## src/common/scclp_pkg.sv

```systemverilog
// Package for the system clock control and low-power block.
package scclp_pkg;

  // Register map, byte addresses.
  localparam logic [31:0] ADDR_CLOCK_CONTROL = 32'h8007fc50;
  localparam logic [31:0] ADDR_FIELD_LOCK    = 32'h8007fc54;
  localparam logic [31:0] ADDR_IRQ_STATUS    = 32'h8007fc58;
  localparam logic [31:0] ADDR_IRQ_MASK      = 32'h8007fc5c;
  localparam logic [31:0] ADDR_CLOCK_STATUS  = 32'h8007fc60;

  // Field positions, counted from the least significant bit (big-endian bit n is 31-n).
  localparam int POS_WAKE_MASK   = 28;
  localparam int POS_TB_SOURCE   = 27;
  localparam int POS_DEC_GATE    = 26;
  localparam int POS_LOL_RESET   = 25;
  localparam int POS_LOO_RESET   = 24;
  localparam int POS_MF_LSB      = 19;
  localparam int POS_LPM_LSB     = 8;
  localparam int POS_RFD_LSB     = 0;
  localparam int POS_LOCK_MF     = 26;
  localparam int POS_LOCK_LPM    = 25;
  localparam int POS_LOCK_RFD    = 24;

  // Writable bits of the control word, and its reset value.
  localparam logic [31:0] CTRL_WMASK = 32'h1f78030f;
  localparam logic [31:0] CTRL_RESET = 32'h04100003;

  // Interrupt status bit positions.
  localparam int EV_WAKE     = 0;
  localparam int EV_LOL_RST  = 1;
  localparam int EV_LOO_RST  = 2;
  localparam int EV_SLEPT    = 3;
  localparam int NUM_EVENTS  = 4;

  // Divide ceiling for the output divider code, and the multiply offset.
  localparam logic [3:0] RFD_MAX_CODE = 4'ha;
  localparam logic [2:0] MF_BASE      = 3'h4;

  // Clock rate, wake timing and time base prescale.
  localparam int CLK_HZ            = 25000000;
  localparam int XTAL_STARTUP_US   = 10000;
  localparam int PLL_LOCK_US       = 1000;
  localparam int XTAL_STARTUP_CYC  = XTAL_STARTUP_US * (CLK_HZ / 1000000);
  localparam int PLL_LOCK_CYC      = PLL_LOCK_US * (CLK_HZ / 1000000);
  localparam int TB_PRESCALE       = 4;

  // Low-power mode encodings.
  typedef enum logic [1:0] {
    SCCLP_LPM_NORMAL = 2'h0,
    SCCLP_LPM_SINGLE = 2'h1,
    SCCLP_LPM_DOZE   = 2'h2,
    SCCLP_LPM_SLEEP  = 2'h3
  } scclp_lpm_t;

  // Register port request.
  typedef struct packed {
    logic [31:0] addr;
    logic [31:0] wdata;
    logic        wr;
    logic        rd;
  } scclp_bus_req_t;

  // Wake and reset event inputs.
  typedef struct packed {
    logic irq_n_asserted;
    logic decrementer_irq;
    logic periodic_irq;
    logic reset_output;
  } scclp_wake_t;

  // PLL configuration that the analog block consumes.
  typedef struct packed {
    logic [3:0]  feedback_mult;
    logic [10:0] output_divide;
    logic        divide_active;
  } scclp_pll_cfg_t;

endpackage

```

## src/logic/scclp_top.sv

```systemverilog
// Clock control register, low-power sequencer and clock gating for the system clock module.
//
// Decided for this implementation: the strobed register port.
`timescale 1ns/1ps

//////////////////////////////////////////////////////////////////////////////////////////////
// Overview of operation
// - IRQ pins wake only when wake mask set.
// - Timebase source: oscillator/4 or system clock/4.
// - Decrementer clock gate bit, set after reset.
// - Lock loss requests reset only when enabled.
// - Bypass reports unlock; software keeps enable clear.
// - Oscillator loss requests reset only when enabled.
// - Multiply low three bits give x4..x11.
// - Low-power field: normal, single, doze, sleep.
// - Sleep exit waits oscillator start and lock.
// - Divide by two power code, capped 1024.
// - Clock mode decides which fields apply.
// - Exit event returns low-power field to normal.
// - Block bus, finish cycle, then stop clocks.
// - Lock bits block writes to their fields.
module scclp_top
  import scclp_pkg::*;
#(
  parameter int unsigned STARTUP_CYCLES = XTAL_STARTUP_CYC + PLL_LOCK_CYC
) (
  input  wire logic                      clk,              // System clock, 25 MHz.
  input  wire logic                      reset,            // Asynchronous reset, active high.
  input  wire scclp_pkg::scclp_bus_req_t bus_req,          // Register port request.
  output logic [31:0]                    bus_rdata,        // Read data, cycle after the read.
  input  wire logic                      osc_tick,         // One-cycle pulse per oscillator edge.
  input  wire logic                      pll_locked,       // PLL lock detector level.
  input  wire logic                      osc_present,      // Oscillator detector level.
  input  wire logic [1:0]                clock_mode,       // Strap: 3 normal, 2 one-to-one, 1 bypass.
  input  wire scclp_pkg::scclp_wake_t    wake_in,          // Low-power exit event levels.
  input  wire logic                      bus_cycle_busy,   // Processor bus cycle in progress.
  output scclp_pkg::scclp_pll_cfg_t      pll_cfg,          // Feedback and output divide setting.
  output logic                           timebase_tick,    // Time base advance pulse.
  output logic                           decrementer_tick, // Gated decrementer advance pulse.
  output logic                           reset_request,    // Clock-fault reset request level.
  output logic                           bus_block,        // Holds off new bus cycles.
  output logic                           clkout_enable,    // External clock output running.
  output logic                           core_clk_enable,  // Internal clocks running.
  output logic                           osc_pll_enable,   // Oscillator and PLL powered.
  output logic                           irq               // Level interrupt to the processor.
);

  //////////////////////////////////////////////////////////////////////////////////////////////
  // Declarations.

  // Sequencer states: running, draining the bus, stopped, restarting.
  typedef enum logic [1:0] {
    SCCLP_RUN,
    SCCLP_DRAIN,
    SCCLP_LOW,
    SCCLP_WAKE
  } scclp_state_t;

  // Wide enough to hold the full restart count.
  localparam int CW = $clog2(STARTUP_CYCLES + 1);

  // A zero count would leave the restart counter with no bits at all.
  if (STARTUP_CYCLES < 1) begin : g_bad_startup
    $error("STARTUP_CYCLES must be at least one");
  end

  logic [31:0]           ctrl_ff;           // Control word.
  logic [2:0]            lock_ff;           // Field locks: multiply, low-power, divide.
  logic [NUM_EVENTS-1:0] status_ff;         // Sticky event bits.
  logic [NUM_EVENTS-1:0] mask_ff;           // Interrupt enables.
  logic [31:0]           rdata_ff;          // Registered read data.
  scclp_state_t          state_ff;          // Low-power sequencer state.
  logic [CW-1:0]         wait_ff;           // Sleep exit counter.
  logic [1:0]            prescale_ff;       // Divide-by-four counter for the time base.
  logic                  wr_ctrl;           // Write to control word.
  logic                  rd_status;         // Read of status register.
  logic [31:0]           wr_merge;          // Control word after honouring locks.
  scclp_lpm_t            lowpower_mode_select;               // Current low-power selection.
  logic                  wake_event;        // Exit event for the current mode.
  logic                  lol_fault;         // Lock loss with reset enabled.
  logic                  loo_fault;         // Oscillator loss with reset enabled.
  logic [NUM_EVENTS-1:0] events;            // Event pulses into status.
  logic                  tb_source;         // Selected time base source pulse.

  // Decode of the current mode and of the register accesses.
  assign lowpower_mode_select       = scclp_lpm_t'(ctrl_ff[POS_LPM_LSB +: 2]);
  assign wr_ctrl   = bus_req.wr && (bus_req.addr == ADDR_CLOCK_CONTROL);
  assign rd_status = bus_req.rd && (bus_req.addr == ADDR_IRQ_STATUS);

  //////////////////////////////////////////////////////////////////////////////////////////////
  // Control word write, with lock masking and hardware return to normal.

  // Locked fields keep their old value whatever the write carries.
  always_comb begin
    wr_merge = (bus_req.wdata & CTRL_WMASK) | (ctrl_ff & ~CTRL_WMASK);
    if (lock_ff[2]) begin
      wr_merge[POS_MF_LSB +: 4] = ctrl_ff[POS_MF_LSB +: 4];
    end
    if (lock_ff[1]) begin
      wr_merge[POS_LPM_LSB +: 2] = ctrl_ff[POS_LPM_LSB +: 2];
    end
    if (lock_ff[0]) begin
      wr_merge[POS_RFD_LSB +: 4] = ctrl_ff[POS_RFD_LSB +: 4];
    end
  end

  // The exit event clears the mode field and wins over a same-cycle write.
  always_ff @(posedge clk or posedge reset) begin
    if (reset) begin
      ctrl_ff <= CTRL_RESET;
    end else begin
      if (wr_ctrl) begin
        ctrl_ff <= wr_merge;
      end
      if (wake_event) begin
        ctrl_ff[POS_LPM_LSB +: 2] <= SCCLP_LPM_NORMAL;
      end
    end
  end

  // Multiply and low-power locks are set-once; the divide lock may be cleared.
  always_ff @(posedge clk or posedge reset) begin
    if (reset) begin
      lock_ff <= 3'h0;
    end else if (bus_req.wr && (bus_req.addr == ADDR_FIELD_LOCK)) begin
      lock_ff[2] <= lock_ff[2] | bus_req.wdata[POS_LOCK_MF];
      lock_ff[1] <= lock_ff[1] | bus_req.wdata[POS_LOCK_LPM];
      lock_ff[0] <= bus_req.wdata[POS_LOCK_RFD];
    end
  end

  //////////////////////////////////////////////////////////////////////////////////////////////
  // Low-power sequencer.

  // Selects which events end the current mode.
  always_comb begin
    wake_event = 1'b0;
    if (lowpower_mode_select != SCCLP_LPM_NORMAL) begin
      wake_event = wake_in.reset_output;
      if (ctrl_ff[POS_WAKE_MASK] && wake_in.irq_n_asserted) begin
        wake_event = 1'b1;
      end
      if ((lowpower_mode_select != SCCLP_LPM_SLEEP) && (wake_in.decrementer_irq || wake_in.periodic_irq)) begin
        wake_event = 1'b1;
      end
    end
  end

  // Drains the bus before stopping clocks, and times the restart after sleep.
  always_ff @(posedge clk or posedge reset) begin
    if (reset) begin
      state_ff <= SCCLP_RUN;
      wait_ff  <= '0;
    end else begin
      case (state_ff)
        SCCLP_RUN: begin
          if (lowpower_mode_select != SCCLP_LPM_NORMAL && !wake_event) begin
            state_ff <= SCCLP_DRAIN;
          end
        end
        SCCLP_DRAIN: begin
          // An exit event, or a field cleared by software, cancels the stop.
          if (wake_event || (lowpower_mode_select == SCCLP_LPM_NORMAL)) begin
            state_ff <= SCCLP_RUN;
          end else if (!bus_cycle_busy) begin
            state_ff <= SCCLP_LOW;
          end
        end
        SCCLP_LOW: begin
          if (wake_event) begin
            // Sleep stopped oscillator and PLL, so wait for both to settle.
            if (lowpower_mode_select == SCCLP_LPM_SLEEP) begin
              state_ff <= SCCLP_WAKE;
              wait_ff  <= CW'(STARTUP_CYCLES);
            end else begin
              state_ff <= SCCLP_RUN;
            end
          end else if (lowpower_mode_select == SCCLP_LPM_NORMAL) begin
            // A field cleared by a write must not strand the sequencer here.
            state_ff <= SCCLP_RUN;
          end
        end
        SCCLP_WAKE: begin
          // Counts down the combined oscillator start-up and lock time.
          if (wait_ff == '0) begin
            state_ff <= SCCLP_RUN;
          end else begin
            wait_ff <= wait_ff - CW'(1);
          end
        end
        default: begin
          // An unused state code falls back to running.
          state_ff <= SCCLP_RUN;
        end
      endcase
    end
  end

  // Clock gating per mode; the mode field already reads normal during wake.
  always_comb begin
    bus_block       = (state_ff != SCCLP_RUN) || (lowpower_mode_select != SCCLP_LPM_NORMAL);
    clkout_enable   = 1'b1;
    core_clk_enable = 1'b1;
    osc_pll_enable  = 1'b1;
    if (state_ff == SCCLP_LOW) begin
      clkout_enable   = 1'b0;
      core_clk_enable = (lowpower_mode_select == SCCLP_LPM_SINGLE);
      osc_pll_enable  = (lowpower_mode_select != SCCLP_LPM_SLEEP);
    end else if (state_ff == SCCLP_WAKE) begin
      clkout_enable   = 1'b0;
      core_clk_enable = 1'b0;
    end
  end

  //////////////////////////////////////////////////////////////////////////////////////////////
  // PLL configuration and fault reset requests.

  // Low three multiply bits plus four; divide as a power of two capped at the ceiling code.
  always_comb begin
    pll_cfg.feedback_mult = {1'b0, ctrl_ff[POS_MF_LSB +: 3]} + {1'b0, MF_BASE};
    pll_cfg.output_divide = 11'h1 << ((ctrl_ff[POS_RFD_LSB +: 4] > RFD_MAX_CODE)
                            ? RFD_MAX_CODE : ctrl_ff[POS_RFD_LSB +: 4]);
    pll_cfg.divide_active = (clock_mode != 2'h2);
  end

  // In bypass the detector reads unlocked, so an enabled lock-loss reset fires.
  assign lol_fault     = ctrl_ff[POS_LOL_RESET] && !pll_locked;
  assign loo_fault     = ctrl_ff[POS_LOO_RESET] && !osc_present;
  assign reset_request = lol_fault || loo_fault;

  //////////////////////////////////////////////////////////////////////////////////////////////
  // Time base and decrementer ticks.

  // The system clock source counts every cycle; the oscillator source counts its pulses.
  assign tb_source = ctrl_ff[POS_TB_SOURCE] ? 1'b1 : osc_tick;

  // Counts source pulses and emits one tick every fourth.
  always_ff @(posedge clk or posedge reset) begin
    if (reset) begin
      prescale_ff <= 2'h0;
    end else if (tb_source && core_clk_enable) begin
      prescale_ff <= prescale_ff + 2'h1;
    end
  end

  // The tick falls on every fourth source pulse; the gate only masks the decrementer copy.
  assign timebase_tick    = tb_source && core_clk_enable && (prescale_ff == 2'(TB_PRESCALE - 1));
  assign decrementer_tick = timebase_tick && ctrl_ff[POS_DEC_GATE];

  //////////////////////////////////////////////////////////////////////////////////////////////
  // Interrupt status and mask.

  // Event pulses: wake, fault requests, and the step into a stopped mode.
  assign events[EV_WAKE]    = wake_event;
  assign events[EV_LOL_RST] = lol_fault;
  assign events[EV_LOO_RST] = loo_fault;
  assign events[EV_SLEPT]   = (state_ff == SCCLP_DRAIN) && !bus_cycle_busy && !wake_event
                              && (lowpower_mode_select != SCCLP_LPM_NORMAL);

  // A read clears status; an event in the same cycle survives.
  always_ff @(posedge clk or posedge reset) begin
    if (reset) begin
      status_ff <= '0;
    end else begin
      status_ff <= (rd_status ? '0 : status_ff) | events;
    end
  end

  // Mask register write.
  always_ff @(posedge clk or posedge reset) begin
    if (reset) begin
      mask_ff <= '0;
    end else if (bus_req.wr && (bus_req.addr == ADDR_IRQ_MASK)) begin
      mask_ff <= bus_req.wdata[NUM_EVENTS-1:0];
    end
  end

  // The interrupt stays high while any unmasked sticky bit is set.
  assign irq = |(status_ff & mask_ff);

  //////////////////////////////////////////////////////////////////////////////////////////////
  // Register read port; unmapped addresses read zero.

  always_ff @(posedge clk or posedge reset) begin
    if (reset) begin
      rdata_ff <= 32'h0;
    end else if (bus_req.rd) begin
      case (bus_req.addr)
        ADDR_CLOCK_CONTROL: rdata_ff <= ctrl_ff;
        ADDR_FIELD_LOCK:    rdata_ff <= {5'h0, lock_ff, 24'h0};
        ADDR_IRQ_STATUS:    rdata_ff <= {28'h0, status_ff};
        ADDR_IRQ_MASK:      rdata_ff <= {28'h0, mask_ff};
        ADDR_CLOCK_STATUS:  rdata_ff <= {28'h0, state_ff, pll_locked, osc_present};
        default:            rdata_ff <= 32'h0;
      endcase
    end else begin
      rdata_ff <= 32'h0;
    end
  end

  // Read data come straight from the register, so they stand for one cycle only.
  assign bus_rdata = rdata_ff;

endmodule

```

## config.mk

```make
export PLATFORM = sky130hd
export DESIGN_NAME = scclp_top
export DESIGN_NICKNAME = d
export VERILOG_FILES = /design/src/common/scclp_pkg.sv /design/src/logic/scclp_top.sv
export SDC_FILE = /design/constraint.sdc
export NUM_CORES = 1
export LEC_CHECK = 0
export ABC_AREA = 1
export BUFFER_PORTS_ARGS = -buffer_cell sky130_fd_sc_hd__buf_2
export CAP_MARGIN = 40
export CORE_MARGIN = 2
export CORE_UTILIZATION = 40
export CTS_BUF_LIST = sky130_fd_sc_hd__clkbuf_4
export DETAILED_ROUTE_END_ITERATION = 8
export GPL_ROUTABILITY_DRIVEN = 0
export PLACE_DENSITY = 0.65
export SKIP_CTS_REPAIR_TIMING = 1
export SYNTH_ARGS = -nofsm -noshare
export SYNTH_HDL_FRONTEND = slang
export SYNTH_SLANG_ARGS = --single-unit
export TNS_END_PERCENT = 30
```

## constraint.sdc

```tcl
create_clock -name clk -period 1.98 [get_ports clk]
set_input_delay 0.099 -clock clk [delete_from_list [all_inputs] [get_ports clk]]
set_output_delay 0.099 -clock clk [all_outputs]
set_load 0.02 [all_outputs]
```

# Word level (Yosys, flattened, before mapping)
# Index checks and enable logic that the tools add are counted.
# classes
add_sub_neg,3
n_lt_le_gt_ge,1
eq_ne,21
shifts,1
muxes,28
n_bitwise,7
reduce_logical,36
# ops
operator,n
32-bit equality test (second input constant),5
32-bit case mux with 5 select lines,1
19-bit two-way mux,3
19-bit case mux with 2 select lines,1
32-bit two-way mux,1
29-bit by 32-bit OR with 32-bit output,1
19-bit zero test,1
19-bit by 1-bit subtractor with 19-bit output (second input constant),1
2-bit two-way mux,9
1-bit logical AND,15
2-bit inequality test (second input constant),7
4-bit two-way mux,3
1-bit by 4-bit left shift with 11-bit output (first input constant),1
10-bit two-way mux,1
2-bit equality test (second input constant),4
1-bit two-way mux,8
2-bit case mux with 4 select lines,1
4-bit AND reduction,2
2-bit nonzero test,4
3-bit inequality test (second input constant),2
2-bit AND reduction,3
3-bit by 3-bit adder with 4-bit output (second input constant),1
4-bit bitwise AND,1
2-bit by 1-bit equality test with 1-bit output (second input constant),2
10 further kinds,19
# totals
ff_bits,98
input_bits,78
out_inout_bits,56
wordCells,108

# Logic depth before layout (Yosys ltp)
# Gate-level depths: netlist (run 1).
# depth
depth_word,8
mapped_depth,11
depth_no_buf,11

# Worst setup path before layout (run 1)
# Ideal clock, no wire load.
# synth_timing
path_type,reg-to-output
from,register state_ff[0]
to,output decrementer_tick
arrival_ns,2.006
required_time_ns,1.881
slack_ns,-0.125
path_stages_with_launch,4
path_buffers,0
cell_sequence,dfrtp_1 -> o31ai_1 -> o21ai_0 -> nor3b_1
# synth_between
elab_chain_cells,6
word_cells_on_any_way,7
cone_classes,eq/ne: 2; mux: 2; reduce/logical: 3
# synth_lines
item,line_no,source
start: declaration,scclp_top.sv:72,scclp_state_t state_ff;
start signal: assignment,scclp_top.sv:152,state_ff <= SCCLP_RUN;
start signal: assignment,scclp_top.sv:158,state_ff <= SCCLP_DRAIN;
start signal: assignment,scclp_top.sv:164,state_ff <= SCCLP_RUN;
2-bit equality test,scclp_top.sv:209,end else if (state_ff == SCCLP_WAKE) begin
1-bit two-way mux,scclp_top.sv:209,
1-bit two-way mux (*),scclp_top.sv:205,if (state_ff == SCCLP_LOW) begin
via core_clk_enable,scclp_top.sv:43,"output logic core_clk_enable,"
1-bit logical AND (*) (2 in series),scclp_top.sv:247,assign timebase_tick = tb_source && core_clk_enable && (prescale_ff == 2'(TB_PRESCALE - 1));
1-bit logical AND (*),scclp_top.sv:248,assign decrementer_tick = timebase_tick && ctrl_ff[POS_DEC_GATE];
end: declaration,scclp_top.sv:39,"output logic decrementer_tick,"
# The timed path passes the listed nets; every way through them passes the cells marked *.

# Final worst setup path (run 1)
# layout_timing
from,register state_ff[0]
to,output decrementer_tick
# layout_between
elab_chain_cells,6
word_cells_on_any_way,7
cone_classes,eq/ne: 2; mux: 2; reduce/logical: 3
# layout_lines
item,line_no
2-bit equality test,scclp_top.sv:209
1-bit two-way mux,scclp_top.sv:209
1-bit two-way mux (*),scclp_top.sv:205
1-bit logical AND (*) (2 in series),scclp_top.sv:247
1-bit logical AND (*),scclp_top.sv:248
# Mark *: on every way between the ends. The rest lies on a longest branch, timed or not.

==> results.yml, run 1 <==
min_path:
  holdPathStages: 3
  worst_hold_startpoint: "bus_req[0]"
  whs_endpoint: "bus_rdata[24]"
  min-delay-path-class: "in2reg"
worst_setup_path:
  worst_setup_path_start_kind: "flop"
  timing.reg2reg.worst_path_depth: 9
  cp.arrival_ns: 1.71
  critical_path.max_fanout: 5
  worstReg2RegStart: "wait_ff[1]"
  path_class: "reg2out"
  r2r_slack_ns: 0.23
  cp-end-kind: "output pin"
  worst_ep_required_time_ns: 1.88
  reg2reg_to: "wait_ff[4]"
routing:
  total_wire_length_mm: 9.185
  via_count: 3709
  wl_per_cell_um: 11.51
  detail_route.vias_per_cell: 4.648
  initialDrtViolationCount: 187
  drc: 0
  drt_pass1_iterations: 5
  detail-route-antenna-nets: 0
timing:
  timing.final.hold_violations: 2
  grt_setup_unrepaired: "no"
  slew_headroom: 0.5901
  fin_skew_ns: 0.02575
  final_min_period_over_clock_period: 0.9152
  timing.final.ws_setup_ns: 0.1678
  setup-violations-final: 0
  max_freq_mhz: 551.8
  maxSlewViolCount: 0
  timing_worst_slew_pin_value_ns: 0.6102
  final.min_clock_period_ns: 1.812
  timing.setup.tns_ns: 0
  worst_hold_slack_ns: -0.008082
yosys:
  postSynthNetCount: 614
  synth-seq-cells: 65
  synth.area.top_cells: "dfrtp_1, nand2_1, inv_1"
  synthDistinctLibCells: 33
  syn-instance-count: 534
  yosys_warnings: 0
  yosysSeqAreaShare: 0.4178
  synthDominantAreaCellType: "dfrtp_1"
  syn_area_um2: 3905
  synth.avg_cell_area_um2: 7.313
  synth_top_cell_area_share: 0.3909
power:
  power_switching_mw: 0.8867
  reported_leakage_power_nw: 2.581
  worst_ir_drop_vdd_mv: 0.4430
  combPwrFrac: 0.162
  power.share.clock: 0.357
  power.share.switching: 0.2966
  share_seq_of_total_power: 0.480
  internal-power_mw: 2.103
  power_density_nw_per_um2: 612.3
cells_and_area:
  fin_util: 0.5066
  fraction_of_layout_instances_using_a_drive_strength_above_1: 0.2827
  final_nets: 740
  insertedDiodeCount: 0
  layout-area-overhead-vs-synth_pct: 25.06
clock_network:
  number_of_clock_sinks: 65
  cts-htree-levels: 3
  cts-buffers-inserted: 9
  clkSlewWorstSetupHoldPaths_ns: 0.12
  worst_skew_pair.late_latency_ns: 0.42
  cts_root_buffer: "clkbuf_4"
  cts-root-to-sink-buffers: 2
  tritoncts: "yes"
flow_run:
  max_cap_violations: 0
global_route:
  grt_pass1_wl_mm: 15.33
  groute.usage.overall: 0.1828
  grt_pass1_vias: 3426
  globalRoute.totalOverflow: 0
  grt_antenna_before_repair: 0
  grt_max_degree: 30
placed_design:
  place_hpwl_mm: 7.016
  placement.setup.worst_slack_ns: 0.2126
  port_buffers: 116
floorplanning:
  die_h_um: 102.8
  ioPinCount: 134
  design.core.area_um2: 9639
  start_util: 0.4051
  fp-row-count: 36
  chipWidth_um: 102.8
  floorplan.die_area_um2: 10570
outcome:
  outcome: "complete, but fails checks"
  violations: "hold timing"
[through the flow]
stage,power [mW],cell area (µm²),cells
4_1_cts,2.993,4684,779
6_report,2.990,4883,798
2_1_floorplan,1.760,3910,534
3_3_place_gp,1.901,4517,763
5_1_grt,3.139,4883,798
3_5_place_dp,1.917,4517,763
[area by class of cell]
type / count / area [µm²]
Tap cell: 133 / 166.4
Clock buffer: 9 / 67.56
Clock inverter: 7 / 100.1
Sequential cell: 65 / 1632
Timing Repair Buffer: 142 / 835.8
Fill cell: 962 / 4756
Inverter: 89 / 335.3
Multi-Input combinational cell: 353 / 1747
[sequential cells by signal (all words and copies together), names as in the netlist]
name / cells
mask_ff: 4
state_ff: 2
wait_ff: 19
bus_rdata: 16
lock_ff: 3
prescale_ff: 2
status_ff: 4
ctrl_ff: 15
[critical path, cell delays in order, from the launching register on]
cell and delay (ns):
dfrtp_1 0.47, o31ai_2 0.33, o21ai_2 0.15, nor3b_2 0.17, buf_2 0.18
[synth_stat cells]
| master | n |
|---|---|
| nand3_2 | 4 |
| o22ai_1 | 1 |
| xnor2_1 | 1 |
| nor2_4 | 6 |
| xor2_1 | 2 |
| nand2_2 | 5 |
| o21ai_2 | 11 |
| o21ai_1 | 13 |
| inv_2 | 3 |
| clkinv_2 | 1 |
| inv_1 | 85 |
| o31ai_1 | 2 |
| a21oi_1 | 2 |
| nor2_1 | 64 |
| o21ai_0 | 21 |
| ha_1 | 2 |
| nand2_1 | 136 |
| nor2_2 | 5 |
| nand4_1 | 17 |
| clkbuf_1 | 1 |
| nand2_4 | 2 |
| dfrtp_1 | 61 |
| buf_2 | 2 |
| o21a_1 | 1 |
| conb_1 | 1 |
| nand3_1 | 47 |
| nor3_2 | 2 |
| dfstp_2 | 4 |
| buf_6 | 3 |
| nor3_1 | 5 |
| nand3_4 | 2 |
| nor3b_1 | 1 |
| buf_4 | 21 |
[per-layer routing]
metal / GRT usage / wire length [µm]
met1: 0.2414 / 4181
met3: 0.03864 / 552
met5: 0 / 0
met4: 0.07085 / 144
met2: 0.2961 / 4307
[power by group through the flow]
stage / clock network, mW / logic [mW] / registers [mW]
6_report: 1.07 / 0.486 / 1.44
5_1_grt: 1.15 / 0.549 / 1.44
4_1_cts: 1.10 / 0.459 / 1.43
3_5_place_dp: 0 / 0.458 / 1.46
3_3_place_gp: 0 / 0.446 / 1.46
2_1_floorplan: 0 / 0.315 / 1.45
[cells in the final DEF, fill, tap and decap left out, types with 5 or more instances in the layout]
| master | synthesis | final |
|---|---|---|
| nand4_1 | 17 | 17 |
| nor2_1 | 64 | 64 |
| o21ai_1 | 13 | 13 |
| o21ai_2 | 11 | 12 |
| dlygate4sd3_1 | 0 | 19 |
| nand2_1 | 136 | 136 |
| inv_1 | 85 | 84 |
| buf_2 | 2 | 116 |
| nand3_1 | 47 | 47 |
| nor3_1 | 5 | 5 |
| o21ai_0 | 21 | 20 |
| nor2_4 | 6 | 6 |
| buf_4 | 21 | 6 |
| nor2_2 | 5 | 5 |
| clkbuf_4 | 0 | 9 |
| nand2_2 | 5 | 5 |
| dfrtp_1 | 61 | 61 |
[cell families (layout without fill, tap and decap cells)]
kind of cell / Yosys count / count (layout) / share of synthesized area
other: 1 / 1 / 0.0009603
adders and majority gates: 2 / 2 / 0.006407
DFF: 65 / 65 / 0.4178
AOI/OAI and AO/OA: 51 / 51 / 0.07818
buffers and inverters: 116 / 247 / 0.1384
xor gates and xnor gates: 3 / 3 / 0.006730
and+or+nand+nor: 296 / 296 / 0.3515
[worst max-delay path by stage]
stage / startpoint / to / slack [ns] / cells after the start
floorplan: state_ff[0] / decrementer_tick / 0.05 / 3
global placement: wait_ff[1] / wait_ff[17] / 0.24 / 9
detailed placement: wait_ff[1] / wait_ff[17] / 0.21 / 9
CTS: state_ff[0] / decrementer_tick / -0.10 / 4
global route: wait_ff[10] / wait_ff[17] / 0.02 / 9
finish: state_ff[0] / decrementer_tick / 0.17 / 4
(Power assumes the default switching activity.)
==> run 2, diff against run 1 <==
- CAP_MARGIN: 40 -> 20
- CORE_UTILIZATION: 40 -> 35
- PLACE_DENSITY: 0.65 -> 0.58
==> run 2 against run 1 <==
  * The flow now finishes without violations
  * Sequential share of layout area decreased by 0.45 points
  * Worst setup slack got worse by 0.029 ns
  * Largest cell class unchanged
  * Clock-buffer cell count increased by 1
  * Largest power group unchanged
  * Fmax decreased by 1.6%
  * Sequential power about the same
  * Clock power increased by 7%
  * Wire length increased by 4.4%
  * Critical path depth unchanged
  * Sequential cell count unchanged
  * Combinational power decreased by 1%
  * Register-to-register slack improved by 0.02 ns
==> results.yml, run 2 (same netlist as run 1, synthesis figures left out) <==
worst_setup_path:
  path_class: "reg2out"
  crit_slowest_cell: "dfrtp_1"
  worst_ep_required_time_ns: 1.88
  worstReg2RegStart: "wait_ff[1]"
  worst_setup_path_start_kind: "flop"
  cp-end-kind: "output pin"
  cp.arrival_ns: 1.74
  timing.critical_path.buf_inv: 1
  r2r_slack_ns: 0.25
  reg2reg_to: "state_ff[1]"
  critical_path.max_fanout: 5
  cpLargestDelayFamily: "compound AO/OA/AOI/OAI gates"
  crit_path_cell_trace: "o31ai_2 -> o21ai_1 -> nor3b_2 -> buf_2"
  crit_path_max_incr_delay_ns: 0.46
  timing.reg2reg.worst_path_depth: 12
routing:
  wl_per_cell_um: 11.84
  detail_route.vias_per_cell: 4.595
  drc: 0
  total_wire_length_mm: 9.590
  initialDrtViolationCount: 156
  detail-route-antenna-nets: 0
  via_count: 3722
  drt_pass1_iterations: 5
timing:
  final_min_period_over_clock_period: 0.9301
  setup-violations-final: 0
  maxSlewViolCount: 0
  timing.final.hold_violations: 0
  max_freq_mhz: 543.0
  timing.setup.tns_ns: 0
  slew_headroom: 0.5056
  final.min_clock_period_ns: 1.842
  timing_worst_slew_pin_value_ns: 0.7359
  fin_skew_ns: 0.01330
cells_and_area:
  layout-area-overhead-vs-synth_pct: 26.75
  layout_common_cells: "nand2_1, buf_2, inv_1"
  fill_cells: 1107
  fraction_of_layout_instances_using_a_drive_strength_above_1: 0.2825
  layout.cells.non_filler: 810
  most_common_cell_after_layout_fill_and_taps_aside: "nand2_1"
  largest_reg_flops: 19
  regMostFlops: "wait_ff"
  finalInstanceArea_um2: 4950
  final_nets: 744
  fin_util: 0.4566
global_route:
  grt_antenna_before_repair: 1
  grt.met1_usage: 0.2224
  grt_use_met3: 0.01838
  globalRoute.totalOverflow: 0
  grt_busiest_layer: "met2"
  grt_util_met2: 0.2853
  grt_pass1_wl_mm: 16.27
  grt_pass1_vias: 3608
  grt_max_degree: 32
  groute.usage.overall: 0.1692
clock_network:
  cts-root-to-sink-buffers: 2
  cts-htree-levels: 3
  cts-buffers-inserted: 9
  tritoncts: "yes"
  clkSlewWorstSetupHoldPaths_ns: 0.11
  worst_skew_pair.late_latency_ns: 0.40
  number_of_clock_sinks: 65
  cts_root_buffer: "clkbuf_4"
placed_design:
  postPlaceCellArea_um2: 4561
  port_buffers: 116
  place_hpwl_mm: 7.391
  post-place-cells: 773
outcome:
  outcome: "complete, no violations"
floorplanning:
  ioPinCount: 134
  floorplan.die_area_um2: 12020
  chipWidth_um: 109.6
  fp-row-count: 38
  die_h_um: 109.6
  start_util: 0.3602
  design.core.area_um2: 10840
power:
  report.power.total_mw: 3.062
  reported_leakage_power_nw: 2.605
  worst_ir_drop_vdd_mv: 0.4214
  power_density_nw_per_um2: 618.6
min_path:
  whs_endpoint: "ctrl_ff[26]"
  min-delay-path-class: "in2reg"
  worst_hold_startpoint: "bus_req[1]"
  holdPathStages: 3
flow_run:
  max_cap_violations: 0
## run 2: cell count changes in the layout (fill, tap and decap cells not counted), sizes merged
cell	change
dlygate4sd3	+1
buf	+3
diode	+1
clkinvlp	+1
inv	-2
bufinv	+1
clkinv	-1
clkbuf	+1
## run 2: how the worst max path moves through the flow
stage	start	end	slack (ns)	cells past startpoint
5_1_grt	state_ff[0]	decrementer_tick	-0.0006	4
3_5_place_dp	wait_ff[1]	state_ff[1]	0.26	12
3_3_place_gp	wait_ff[1]	state_ff[1]	0.28	12
6_report	state_ff[0]	decrementer_tick	0.14	4
2_1_floorplan	state_ff[0]	decrementer_tick	0.05	3
4_1_cts	state_ff[0]	decrementer_tick	-0.05	4
## run 2: cell type report
cell class,count,area (µm²),share of cell area
diodes,1,2.502,0.0005056
clock buffers,10,75.07,0.01517
multi-input cells,353,1743,0.3521
flip-flops and latches,65,1632,0.3296
well taps,140,175.2,0.03539
repair buffers,146,880.8,0.1780
clock inverters,6,106.4,0.02149
inverters,89,335.3,0.06775
## run 2: per-stage QoR
step                      hold WS [ns]  setup slack, ns
final                          0.04800           0.1384
after global routing           0.04319       -0.0005529
after CTS                      -0.2482         -0.05072
after detailed placement        0.2045           0.2560
after global placement          0.2000           0.2780
after floorplan                 0.1796          0.04862
## run 2: per-layer routing
layer | wire, µm | up-vias
met1 | 4402 | 1716
met5 | 0 | -
met2 | 4678 | 82
met4 | 141 | 0
met3 | 367 | 8
li1 | - | 1916
## run 2: power breakdown
group	leakage [nW]	internal [mW]	switching, mW	total [mW]
Sequential	0.829	1.38	0.0526	1.43
Clock	0.0940	0.648	0.498	1.15
Combinational	1.68	0.198	0.284	0.481
## run 2: tightest hold or removal path: cells and delay by family
| kind | cells | cell delay (ns) |
|---|---|---|
| and+or+nand+nor | 1 | 0.12 |
| AOI/OAI and AO/OA | 1 | 0.08 |
| buffers and inverters | 1 | 0.14 |
